## src/core/ptmr_pkg.sv

```systemverilog
// ptmr_pkg: shared constants and types for the periodic timer block
// assumes a 32-bit axi4-lite register bus and a single 10 MHz clock
package ptmr_pkg;

  // ==========================================================
  // register map (printed offsets are register indexes)
  localparam logic [7:0] IDX_INTERRUPT_CONTROL = 8'h0b;
  localparam logic [7:0] IDX_PERIPHERAL_IRQ_FLAGS = 8'h0c;
  localparam logic [7:0] IDX_TIMER_COUNT = 8'h11;
  localparam logic [7:0] IDX_TIMER_CONTROL = 8'h12;
  localparam logic [7:0] IDX_PERIPHERAL_IRQ_ENABLES = 8'h8c;
  localparam logic [7:0] IDX_TIMER_PERIOD = 8'h92;
  localparam int ADDR_W = 12;

  // ==========================================================
  // reset values
  localparam logic [7:0] RST_INTERRUPT_CONTROL = 8'h00;
  localparam logic [7:0] RST_PERIPHERAL_IRQ_FLAGS = 8'h00;
  localparam logic [7:0] RST_TIMER_COUNT = 8'h00;
  localparam logic [7:0] RST_TIMER_CONTROL = 8'h00;
  localparam logic [7:0] RST_PERIPHERAL_IRQ_ENABLES = 8'h00;
  localparam logic [7:0] RST_TIMER_PERIOD = 8'hff;

  // ==========================================================
  // field positions
  localparam int BIT_GLOBAL_IRQ_ENABLE = 7;
  localparam int BIT_PERIPHERAL_IRQ_GATE = 6;
  localparam int BIT_TIMER_MATCH_FLAG = 1;
  localparam int BIT_TIMER_RUN = 2;
  localparam int POS_POSTSCALE_SEL = 3;
  localparam int POS_PRESCALE_SEL = 0;
  localparam logic [7:0] MASK_TIMER_CONTROL = 8'h7f;

  // ==========================================================
  // axi responses
  localparam logic [1:0] RESP_OKAY = 2'h0;
  localparam logic [1:0] RESP_SLVERR = 2'h2;

  // ==========================================================
  // timing: one instruction cycle is four clocks
  localparam int CLK_NS = 100;
  localparam int INSTR_NS = 400;
  localparam int INSTR_CYCLES = INSTR_NS / CLK_NS;

  typedef struct packed {
    logic [3:0] postscale;
    logic run;
    logic [1:0] prescale;
  } ptmr_ctrl_s;

  typedef struct packed {
    logic match;
    logic flag_set;
  } ptmr_evt_s;

endpackage : ptmr_pkg

```

## src/core/ptmr_regs.sv

```systemverilog
// ptmr_regs: small register file, eight-bit words, registered read data
// assumes index decode is done by the caller
`timescale 1ns/100ps
module ptmr_regs
  import ptmr_pkg::*;
#(
  parameter int DEPTH = 4
)(
  // clock and reset
  input wire logic clk,
  input wire logic rstn,
  // write port
  input wire logic we,
  input wire logic [$clog2(DEPTH)-1:0] waddr,
  input wire logic [7:0] wdata,
  // read port
  input wire logic [$clog2(DEPTH)-1:0] raddr,
  output logic [7:0] rdata
);

  logic [7:0] mem [DEPTH];

  if (DEPTH < 2)
  begin : g_bad_depth
    $error("ptmr_regs: depth too small");
  end

  genvar gi;
  generate
    for (gi = 0; gi < DEPTH; gi++)
    begin : g_word
      always_ff @(posedge clk)
      begin
        if (!rstn)
          mem[gi] <= 8'h00;
        else if (we && waddr == gi)
          mem[gi] <= wdata;
      end
    end
  endgenerate

  always_ff @(posedge clk)
  begin
    if (!rstn)
      rdata <= 8'h00;
    else
      rdata <= mem[raddr];
  end

endmodule : ptmr_regs

```

## src/core/ptmr_timer.sv

```systemverilog
// ptmr_timer: 8-bit periodic timer with prescaler and postscaler, axi4-lite slave
// assumes an axi4-lite master on the same clock and synchronous active-low reset
//
// Notes on behaviour
// a write to the count register clears both scaler counters.
// a write to the control register clears both scaler counters.
// every device reset source clears both scaler counters.
// a write to the control register leaves the count unchanged, unless a prescaled tick in the same cycle still steps it.
// the match pulse before the postscaler goes out to the serial port.
// no peripheral interrupt leaves the block unless the peripheral gate bit is set.
// when running, the count steps per prescaled tick, wraps at the period and feeds the postscaler.
`timescale 1ns/100ps
module ptmr_timer
  import ptmr_pkg::*;
#(
  parameter int SCRATCH_DEPTH = 4
)(
  // clock and reset
  input wire logic clk,
  input wire logic rstn,
  // additional device reset sources, active high pulses
  input wire logic brown_out_reset,
  input wire logic external_master_clear,
  input wire logic watchdog_reset,
  // axi4-lite write address
  input wire logic [ADDR_W-1:0] s_axi_awaddr,
  input wire logic s_axi_awvalid,
  output logic s_axi_awready,
  // axi4-lite write data
  input wire logic [31:0] s_axi_wdata,
  input wire logic [3:0] s_axi_wstrb,
  input wire logic s_axi_wvalid,
  output logic s_axi_wready,
  // axi4-lite write response
  output logic [1:0] s_axi_bresp,
  output logic s_axi_bvalid,
  input wire logic s_axi_bready,
  // axi4-lite read
  input wire logic [ADDR_W-1:0] s_axi_araddr,
  input wire logic s_axi_arvalid,
  output logic s_axi_arready,
  output logic [31:0] s_axi_rdata,
  output logic [1:0] s_axi_rresp,
  output logic s_axi_rvalid,
  input wire logic s_axi_rready,
  // serial port shift clock source and interrupt
  output logic timer_match_out,
  output logic irq
);

  if (SCRATCH_DEPTH < 2)
  begin : g_bad_depth
    $error("ptmr_timer: scratch depth too small");
  end

  // ==========================================================
  // register state
  logic [7:0] interrupt_control;
  logic [7:0] peripheral_irq_flags;
  logic [7:0] peripheral_irq_enables;
  logic [7:0] timer_count;
  logic [7:0] timer_period;
  ptmr_ctrl_s timer_control;
  ptmr_evt_s evt;
  logic any_reset;
  assign any_reset = !rstn || brown_out_reset || external_master_clear || watchdog_reset;

  function automatic logic [7:0] word_index(input logic [ADDR_W-1:0] a);
    word_index = a[9:2];
  endfunction : word_index

  function automatic logic is_mapped(input logic [7:0] i);
    is_mapped = (i == IDX_INTERRUPT_CONTROL) || (i == IDX_PERIPHERAL_IRQ_FLAGS) ||
                (i == IDX_TIMER_COUNT) || (i == IDX_TIMER_CONTROL) ||
                (i == IDX_PERIPHERAL_IRQ_ENABLES) || (i == IDX_TIMER_PERIOD);
  endfunction : is_mapped

  // ==========================================================
  // axi write channel: take address and data in either order
  logic aw_held;
  logic w_held;
  logic [7:0] aw_idx;
  logic [31:0] w_data;
  logic [3:0] w_strb;
  logic wr_fire;
  logic [7:0] wr_byte;
  assign s_axi_awready = !aw_held && !s_axi_bvalid;
  assign s_axi_wready = !w_held && !s_axi_bvalid;
  assign wr_fire = aw_held && w_held && !s_axi_bvalid;
  assign wr_byte = w_data[7:0];

  always_ff @(posedge clk)
  begin
    if (!rstn)
    begin
      aw_held <= 1'b0;
      w_held <= 1'b0;
      aw_idx <= 8'h00;
      w_data <= 32'h0000_0000;
      w_strb <= 4'h0;
      s_axi_bvalid <= 1'b0;
      s_axi_bresp <= RESP_OKAY;
    end
    else
    begin
      if (s_axi_awvalid && s_axi_awready)
      begin
        aw_held <= 1'b1;
        aw_idx <= word_index(s_axi_awaddr);
      end
      if (s_axi_wvalid && s_axi_wready)
      begin
        w_held <= 1'b1;
        w_data <= s_axi_wdata;
        w_strb <= s_axi_wstrb;
      end
      if (wr_fire)
      begin
        aw_held <= 1'b0;
        w_held <= 1'b0;
        s_axi_bvalid <= 1'b1;
        s_axi_bresp <= is_mapped(aw_idx) ? RESP_OKAY : RESP_SLVERR;
      end
      else if (s_axi_bvalid && s_axi_bready)
        s_axi_bvalid <= 1'b0;
    end
  end

  logic wr_en;
  assign wr_en = wr_fire && w_strb[0];
  logic wr_count;
  logic wr_ctrl;
  assign wr_count = wr_en && aw_idx == IDX_TIMER_COUNT;
  assign wr_ctrl = wr_en && aw_idx == IDX_TIMER_CONTROL;

  // ==========================================================
  // prescaler and postscaler
  logic [3:0] pre_cnt;
  logic [3:0] post_cnt;
  logic [1:0] instr_div;
  logic instr_tick;
  logic pre_tick;
  logic [3:0] pre_limit;
  logic period_hit;
  assign instr_tick = instr_div == 2'(INSTR_CYCLES - 1);

  always_comb
  begin
    unique case (timer_control.prescale)
      2'h0: pre_limit = 4'h0;
      2'h1: pre_limit = 4'h3;
      default: pre_limit = 4'hf;
    endcase
  end
  assign pre_tick = instr_tick && timer_control.run && pre_cnt == pre_limit;
  assign period_hit = pre_tick && timer_count == timer_period;

  always_ff @(posedge clk)
  begin
    if (!rstn)
      instr_div <= 2'h0;
    else
      instr_div <= instr_tick ? 2'h0 : instr_div + 2'h1;
  end

  always_ff @(posedge clk)
  begin
    if (any_reset || wr_count || wr_ctrl)
    begin
      pre_cnt <= 4'h0;
      post_cnt <= 4'h0;
    end
    else if (instr_tick && timer_control.run)
    begin
      pre_cnt <= (pre_cnt == pre_limit) ? 4'h0 : pre_cnt + 4'h1;
      if (period_hit)
        post_cnt <= (post_cnt == timer_control.postscale) ? 4'h0 : post_cnt + 4'h1;
    end
  end

  // ==========================================================
  // timer count and control
  always_ff @(posedge clk)
  begin
    if (!rstn)
      timer_count <= RST_TIMER_COUNT;
    else if (wr_count)
      timer_count <= wr_byte;
    else if (pre_tick)
      timer_count <= period_hit ? 8'h00 : timer_count + 8'h01;
  end

  always_ff @(posedge clk)
  begin
    if (!rstn)
    begin
      timer_control <= ptmr_ctrl_s'(RST_TIMER_CONTROL[6:0]);
      timer_period <= RST_TIMER_PERIOD;
      interrupt_control <= RST_INTERRUPT_CONTROL;
      peripheral_irq_enables <= RST_PERIPHERAL_IRQ_ENABLES;
    end
    else if (wr_en)
    begin
      if (aw_idx == IDX_TIMER_CONTROL)
        timer_control <= ptmr_ctrl_s'(wr_byte[6:0]);
      if (aw_idx == IDX_TIMER_PERIOD)
        timer_period <= wr_byte;
      if (aw_idx == IDX_INTERRUPT_CONTROL)
        interrupt_control <= wr_byte;
      if (aw_idx == IDX_PERIPHERAL_IRQ_ENABLES)
        peripheral_irq_enables <= wr_byte;
    end
  end

  // ==========================================================
  // events, sticky flags and interrupt
  assign evt = '{match: period_hit,
                 flag_set: period_hit && post_cnt == timer_control.postscale};
  assign timer_match_out = evt.match;

  always_ff @(posedge clk)
  begin
    if (!rstn)
      peripheral_irq_flags <= RST_PERIPHERAL_IRQ_FLAGS;
    else
    begin
      if (wr_en && aw_idx == IDX_PERIPHERAL_IRQ_FLAGS)
        peripheral_irq_flags <= peripheral_irq_flags & ~wr_byte;
      if (evt.flag_set)
        peripheral_irq_flags[BIT_TIMER_MATCH_FLAG] <= 1'b1;
    end
  end

  assign irq = interrupt_control[BIT_PERIPHERAL_IRQ_GATE] &&
               |(peripheral_irq_flags & peripheral_irq_enables);

  // ==========================================================
  // axi read channel, data through the registered word store
  logic [7:0] rd_sel;
  logic [7:0] rd_byte;
  logic [1:0] rd_pending;
  logic [7:0] rd_idx;
  logic rd_take;
  assign s_axi_arready = !rd_pending[0] && !rd_pending[1] && !s_axi_rvalid;
  assign rd_take = s_axi_arvalid && s_axi_arready;

  always_comb
  begin
    unique case (word_index(s_axi_araddr))
      IDX_INTERRUPT_CONTROL: rd_sel = interrupt_control;
      IDX_PERIPHERAL_IRQ_FLAGS: rd_sel = peripheral_irq_flags;
      IDX_TIMER_COUNT: rd_sel = timer_count;
      IDX_TIMER_CONTROL: rd_sel = {1'b0, timer_control} & MASK_TIMER_CONTROL;
      IDX_PERIPHERAL_IRQ_ENABLES: rd_sel = peripheral_irq_enables;
      IDX_TIMER_PERIOD: rd_sel = timer_period;
      default: rd_sel = 8'h00;
    endcase
  end

  // word is captured at the address handshake, so later counting does not tear the read
  ptmr_regs #(.DEPTH(SCRATCH_DEPTH)) u_store (.clk(clk), .rstn(rstn), .we(rd_take),
    .waddr('0), .wdata(rd_sel), .raddr('0), .rdata(rd_byte));

  always_ff @(posedge clk)
  begin
    if (!rstn)
    begin
      rd_pending <= 2'h0;
      rd_idx <= 8'h00;
      s_axi_rvalid <= 1'b0;
      s_axi_rdata <= 32'h0000_0000;
      s_axi_rresp <= RESP_OKAY;
    end
    else
    begin
      rd_pending <= {rd_pending[0], rd_take};
      if (rd_take)
        rd_idx <= word_index(s_axi_araddr);
      if (rd_pending[1])
      begin
        s_axi_rvalid <= 1'b1;
        s_axi_rdata <= {24'h000000, rd_byte};
        s_axi_rresp <= is_mapped(rd_idx) ? RESP_OKAY : RESP_SLVERR;
      end
      else if (s_axi_rvalid && s_axi_rready)
        s_axi_rvalid <= 1'b0;
    end
  end
endmodule : ptmr_timer

```

## config.mk

```make
export PLATFORM = sky130hd
export DESIGN_NAME = ptmr_timer
export DESIGN_NICKNAME = d
export VERILOG_FILES = /design/src/core/ptmr_pkg.sv /design/src/core/ptmr_regs.sv /design/src/core/ptmr_timer.sv
export SDC_FILE = /design/constraint.sdc
export NUM_CORES = 1
export LEC_CHECK = 0
export BUFFER_PORTS_ARGS = -buffer_cell sky130_fd_sc_hd__buf_2
export CORE_UTILIZATION = 57
export CTS_CLUSTER_DIAMETER = 100
export CTS_CLUSTER_SIZE = 16
export DETAILED_ROUTE_END_ITERATION = 8
export GPL_ROUTABILITY_DRIVEN = 0
export GPL_TIMING_DRIVEN = 0
export PLACE_DENSITY_LB_ADDON = 0.1
export SYNTH_ARGS = -nofsm -noshare
export SYNTH_HDL_FRONTEND = slang
export SYNTH_HIERARCHICAL = 1
export SYNTH_SLANG_ARGS = --single-unit
```

## constraint.sdc

```tcl
create_clock -name clk -period 2.9 [get_ports clk]
set_input_delay 0.58 -clock clk [delete_from_list [all_inputs] [get_ports clk]]
set_output_delay 0.58 -clock clk [all_outputs]
set_load 0.02 [all_outputs]
```

-- Yosys cells after proc, flatten, opt, wreduce, memory -nomap -nowiden
Memories as Yosys holds them, arrays and structs flattened. A register that Yosys moved wholly into a read port is not among the register bits.
Cells that the tools add are included.
- RAM bits: 32
- memories kept: 1
- word-level logic and storage cells: 133
- input bits: 70
- bits in registers: 100
- reductions and logical operators: 56
- $add $sub $neg: 4
- bitwise gates (word level): 5
- equal/unequal tests: 23
- mux-type cells: 20
- memories (name ; depth ; width ; rd ports ; clocked after Yosys merged registers in ; write ports ; RTL line ; source):
    u_store.mem ; 4 ; 8 ; 1 ; 1 ; 4 ; ptmr_regs.sv:21 ; logic [7:0] mem [DEPTH];
- operators with widths (kind ; number):
    == test 8 x 4 -> 1 bit (second input constant) ; 6
    == test 8 x 5 -> 1 bit (second input constant) ; 6
    == test 8 bit (second input constant) ; 6
    one-hot mux 8 bit (6 select lines) ; 1
    2-to-1 mux 8 bit ; 4
    logical AND 1 bit ; 20
    bitwise AND 8 bit ; 2
    logical OR 1 bit ; 15
    AND reduction 2 bit ; 5
    2-to-1 mux 1 bit ; 9
    adder 4 x 1 -> 4 bit (second input constant) ; 2
    adder 8 x 1 -> 8 bit (second input constant) ; 1
    == test 4 bit ; 2
    == test 8 bit ; 1
    zero test 1 bit ; 8
    2-to-1 mux 4 bit ; 2
    inverter 8 bit ; 1
    one-hot mux 4 bit (2 select lines) ; 1
    nonzero test 2 bit ; 4
    OR reduction 8 bit ; 1
    2-to-1 mux 2 bit ; 3
    OR reduction 2 bit ; 2
    adder 2 x 1 -> 2 bit (second input constant) ; 1
    == test 2 x 1 -> 1 bit (second input constant) ; 1
    4 further kinds ; 4

-- Longest topological paths before layout
- word-level depth: 8
- mapped depth: 8
- mapped depth without buffers: 6

-- Hierarchy
Netlist, hierarchy kept.
- by module, submodules not included (module ; cells an instance ; instances ; area an instance (sq um)):
    ptmr_timer ; 555 ; 1 ; 4944.7
    ptmr_regs ; 112 ; 1 ; 1666.6

-- Worst setup path before layout
No wires, ideal clock.
- kind: reg-to-reg
- start point: register s_axi_rvalid
- end point: memory u_store.mem[0][0] (enable)
- setup time: 384 ps
- data required time: 2516 ps
- setup slack: 295 ps
- data arrival time: 2221 ps
- cell stages (with the launch flop): 6
- buffers on the path: 0
- cells stage by stage: dfxtp_1 > nor3_1 > nand2_1 > clkinv_1 > nand2b_1 > o21ai_0
- RTL lines (what ; RTL line ; source):
    start, declared ; ptmr_timer.sv:44 ; output logic s_axi_rvalid,
    start signal, assigned ; ptmr_timer.sv:270 ; s_axi_rvalid <= 1'b0;
    start signal, assigned ; ptmr_timer.sv:281 ; s_axi_rvalid <= 1'b1;
    start signal, assigned ; ptmr_timer.sv:286 ; s_axi_rvalid <= 1'b0;
    end, declared ; ptmr_regs.sv:21 ;

-- Final worst setup path
- start point: register timer_count[0]
- end point: output port timer_match_out
- longest elaborated chain between the ends: 2
- RTL lines (what ; RTL line ; source):
    start, declared ; ptmr_timer.sv:61 ; logic [7:0] timer_count;
    start signal, assigned ; ptmr_timer.sv:188 ; timer_count <= wr_byte;
    start signal, assigned ; ptmr_timer.sv:190 ; timer_count <= period_hit ? 8'h00 : timer_count + 8'h01;
    == test 8 bit ; ptmr_timer.sv:156 ; assign period_hit = pre_tick && timer_count == timer_period;
    logical AND 1 bit ; ptmr_timer.sv:156 ;
    end, declared ; ptmr_timer.sv:47 ; output logic timer_match_out,
No other way between the ends.

==> results.tsv <==
stage	metric	value	unit
timing	clock skew	8.23	ps
finish	final instance area	0.00782	mm^2
run_status	status	completed	
power_and_ir_drop	leak pwr	3.20	nW
timing	Final min period	2720	ps
yosys	YS warnings	6	
worst_setup_path	RR Startpoint	rd_pending[1]	
worst_setup_path	CP endpoint	timer_match_out	
drt	# DRC	0	
global_routing	Tot GR Track Use	28.5	%
floorplanning	Die Wd	110	um
cts	clk buf depth	2	
yosys	largest family of logic cells by synthesized area	simple AND/OR/NAND/NOR gates	
global_routing	grt ovf	0	
finish	Ant. Diodes	0	
cts	clk_lat worst skew	430	ps
finish	share of layout cells above drive strength 1	18.9	%
timing	Fin. Hold Viols	0	
drt	routed length per placed instance	17.0	um
worst_setup_path	worst reg2reg setup slack	250	ps
worst_setup_path	critical-path cell list	xor2_1 -> nor4_4 -> nand2_1 -> clkbuf_2 -> nor3_1 -> buf_2	
yosys	Yosys top cell area share	32.1	%
worst_setup_path	Crit. End Element	output pin	
floorplanning	Boundary Pins	113	
worst_setup_path	CP arrival	2140	ps
cts	Clock Sinks	138	
worst_setup_path	CP peak stage delay	370	ps
place	Placed Area	0.00719	mm^2
cts	H-tree levels	4	
global_routing	first-pass GRT wire length	25200	um
drt	DR iter-0 viols	564	
floorplanning	die area	0.0120	mm^2
floorplanning	Rows	38	
cts	Root Buffer	clkbuf_16	
worst_setup_path	Required @ worst endpoint	2320	ps
yosys	average footprint of a synthesized cell	9.91	um^2
power_and_ir_drop	cell area power density	584	mW/mm^2
finish	fillers	857	
yosys	XOR/XNOR Fraction of Synth Area	1.72	%
worst_setup_path	WS Path Type	reg2out	
worst_setup_path	reg2reg end	u_store/mem[0][1]	
yosys	Compound-Gate Fraction of Synth Area	15.2	%
yosys	post-synthesis mux area share	8.33	%
drt	Via-to-Cell Ratio	5.74	
floorplanning	initial core utilization	59.7	%
floorplanning	CORE AREA	0.0111	mm^2
cts	CTS Buf Count	17	
flow_run	MaxCap Viol Count	0	
timing	final setup vio count	0	
timing	Slew Limit Fails	0	
place	IO buf count	50	
worst_setup_path	cell depth of the worst flop-to-flop path	5	
finish	multi-input logic area	0.00331	mm^2
finish	Area growth syn-to-layout	18.3	%
drt	Top Layer Used	met4	
min_path	Hold WC Path Type	in2reg	
global_routing	pin count of the biggest net entering global routing	17	
timing	Slew @ Worst Pin	1210	ps
finish	Storage cell area	0.00309	mm^2
drt	met3 wire length	950	um
power_and_ir_drop	maximum vdd drop	0.000441	V
drt	M1 wire length	6420	um
yosys	Yosys cell types	70	
place	HPWL Detailed	11400	um
yosys	Seq/Total Area, Yosys	46.6	%
drt	routed vias	5339	
cts	clock slew at reported path FFs	60	ps
yosys	mapped cell area	0.00661	mm^2
yosys	post-synth top area cell	dfxtp_1	
yosys	Synth Area in Simple Gates	21.3	%
yosys	cell count after synthesis	667	
worst_setup_path	CP max-delay cell	nor4_4	
yosys	ys flop type	dfxtp_1	
timing	FMAX	368	MHz
worst_setup_path	worst-path fanout max	10	
timing	slew margin rel.	18.8	%
drt	drt pass-1 iters	7	
finish	fin nets	851	
timing	setup ws final	183	ps
timing	RSZ-0062 raised after global routing	no	
drt	routed wire length	15800	um
worst_setup_path	CP Launch Point	timer_count[0]	
timing	fin crit share	93.7	%
cts	Setup Buffers After CTS	0	
yosys	Post-synth ARST share	0	%
global_routing	initial antenna violation count	0	
floorplanning	die height	110	um
yosys	count leader, synth	dfxtp_1	
yosys	Yosys reg bits	138	
drt	met2 routed WL	8030	um
yosys	most common library cells after synthesis	dfxtp_1 (106), nand2_1 (80), mux2i_1 (55), nor2b_1 (37), a21oi_1 (35)	
worst_setup_path	Worst setup SP type	flip-flop	
yosys	Synth area leaders	dfxtp_1 (32%), edfxtp_1 (15%), mux2i_1 (8.3%)	
yosys	Post-synth EDFFs	32	
place	dpl ws	-83.6	ps
global_routing	vias in the first global route	5087	
cts	CTS tree	yes	
drt	antenna viol nets, final	0	
yosys	Synth Area in Adders	0.757	%
==> area by class of cell <==
| class | count | area share [%] |
|---|---|---|
| Tap cell | 140 | 2.24 |
| Timing Repair Buffer | 50 | 3.20 |
| Multi-Input combinational cell | 500 | 42.4 |
| Sequential cell | 138 | 39.5 |
| Buffer | 59 | 4.59 |
| Clock inverter | 13 | 1.68 |
| Clock buffer | 19 | 5.93 |
| Inverter | 11 | 0.528 |
==> worst min-delay path by stage <==
| stage | from | to | cells past startpoint |
|---|---|---|---|
| after global placement | instr_div[0] | instr_div[0] | 1 |
| after CTS | s_axi_arvalid | rd_pending[0] | 2 |
| after global routing | s_axi_arvalid | rd_pending[0] | 2 |
| final | s_axi_wdata[2] | w_data[2] | 3 |
| after detailed placement | instr_div[0] | instr_div[0] | 1 |
| after floorplan | instr_div[0] | instr_div[0] | 1 |
==> cell families after synthesis <==
family | after synthesis
other | 1
XOR/XNOR | 13
buffers and inverters | 70
multiplexers | 55
AND/OR/NAND/NOR | 239
AO/OA/AOI/OAI | 147
flip-flops | 138
adder cells (fa/ha/maj) | 4
==> worst max-delay path, delay by kind of cell (launching register included) <==
kind                   cells  cell delay [ps]
XOR/XNOR                   1              210
buffers and inverters      2              420
AND/OR/NAND/NOR            3              710
flip-flops                 1              360
==> registers in the layout, summed over array words and instances, names as in the netlist <==
register,flops
u_store/rdata,8
u_store/mem,32
post_cnt,4
rd_pending,2
interrupt_control,8
timer_count,8
instr_div,2
s_axi_rresp,1
peripheral_irq_enables,8
s_axi_bvalid,1
s_axi_bresp,1
w_data,8
timer_period,8
w_held,1
rd_idx,8
aw_idx,8
s_axi_rvalid,1
s_axi_rdata,8
aw_held,1
peripheral_irq_flags,8
w_strb,1
timer_control,7
pre_cnt,4
==> power breakdown <==
part	total (mW)	leakage (nW)	switching, mW	internal [mW]
Combinational	0.356	1.71	0.213	0.143
Sequential	2.07	1.20	0.0441	2.03
Clock	2.14	0.292	0.871	1.27
==> layout by cell type (no fill, tap or decap), types with 7 or more instances in the layout <==
| master | netlist | final |
|---|---|---|
| mux2i_1 | 55 | 55 |
| clkbuf_1 | 21 | 20 |
| dfxtp_1 | 106 | 102 |
| xor2_1 | 9 | 9 |
| inv_1 | 10 | 10 |
| a21o_1 | 7 | 7 |
| clkbuf_16 | 0 | 18 |
| a21oi_1 | 35 | 35 |
| nand4_1 | 8 | 8 |
| a21boi_0 | 27 | 27 |
| edfxtp_1 | 32 | 32 |
| buf_2 | 5 | 55 |
| and2_2 | 8 | 8 |
| o21ai_0 | 14 | 14 |
| a222oi_1 | 8 | 8 |
| and2_1 | 31 | 31 |
| nor3_1 | 8 | 8 |
| a22oi_1 | 11 | 11 |
| nor2_1 | 10 | 10 |
| nand2_1 | 80 | 80 |
| conb_1 | 1 | 42 |
| nor2b_1 | 37 | 37 |
| nand4b_1 | 7 | 7 |
| o31ai_1 | 7 | 7 |
| buf_4 | 26 | 26 |
| o22ai_1 | 8 | 8 |
==> per-layer routing <==
layer  GRT usage, %  vias up
met3           5.69       36
met1           33.6     2501
met4           13.5        0
met2           49.6      228
li1               -     2574
met5              0        -
==> what timing repair did <==
item,4_1_cts,5_1_grt
setup endpoints to repair,1,1
hold buffers,0,0
hold endpoints to repair,0,0
cloned,0,0
gates resized for setup,4,6
==> metrics by stage <==
step	cells	hold slack [ps]	TNS, ps	utilization [%]	total power, mW
after floorplan	708	403	0	-	2.36
after global placement	898	411	0	64.9	2.45
after detailed placement	898	420	-83.6	64.9	2.46
after CTS	930	396	0	70.6	4.59
after global routing	930	405	0	70.6	4.73
final	930	398	0	70.6	4.57
Note: power is estimated with default switching activity, not from simulation.
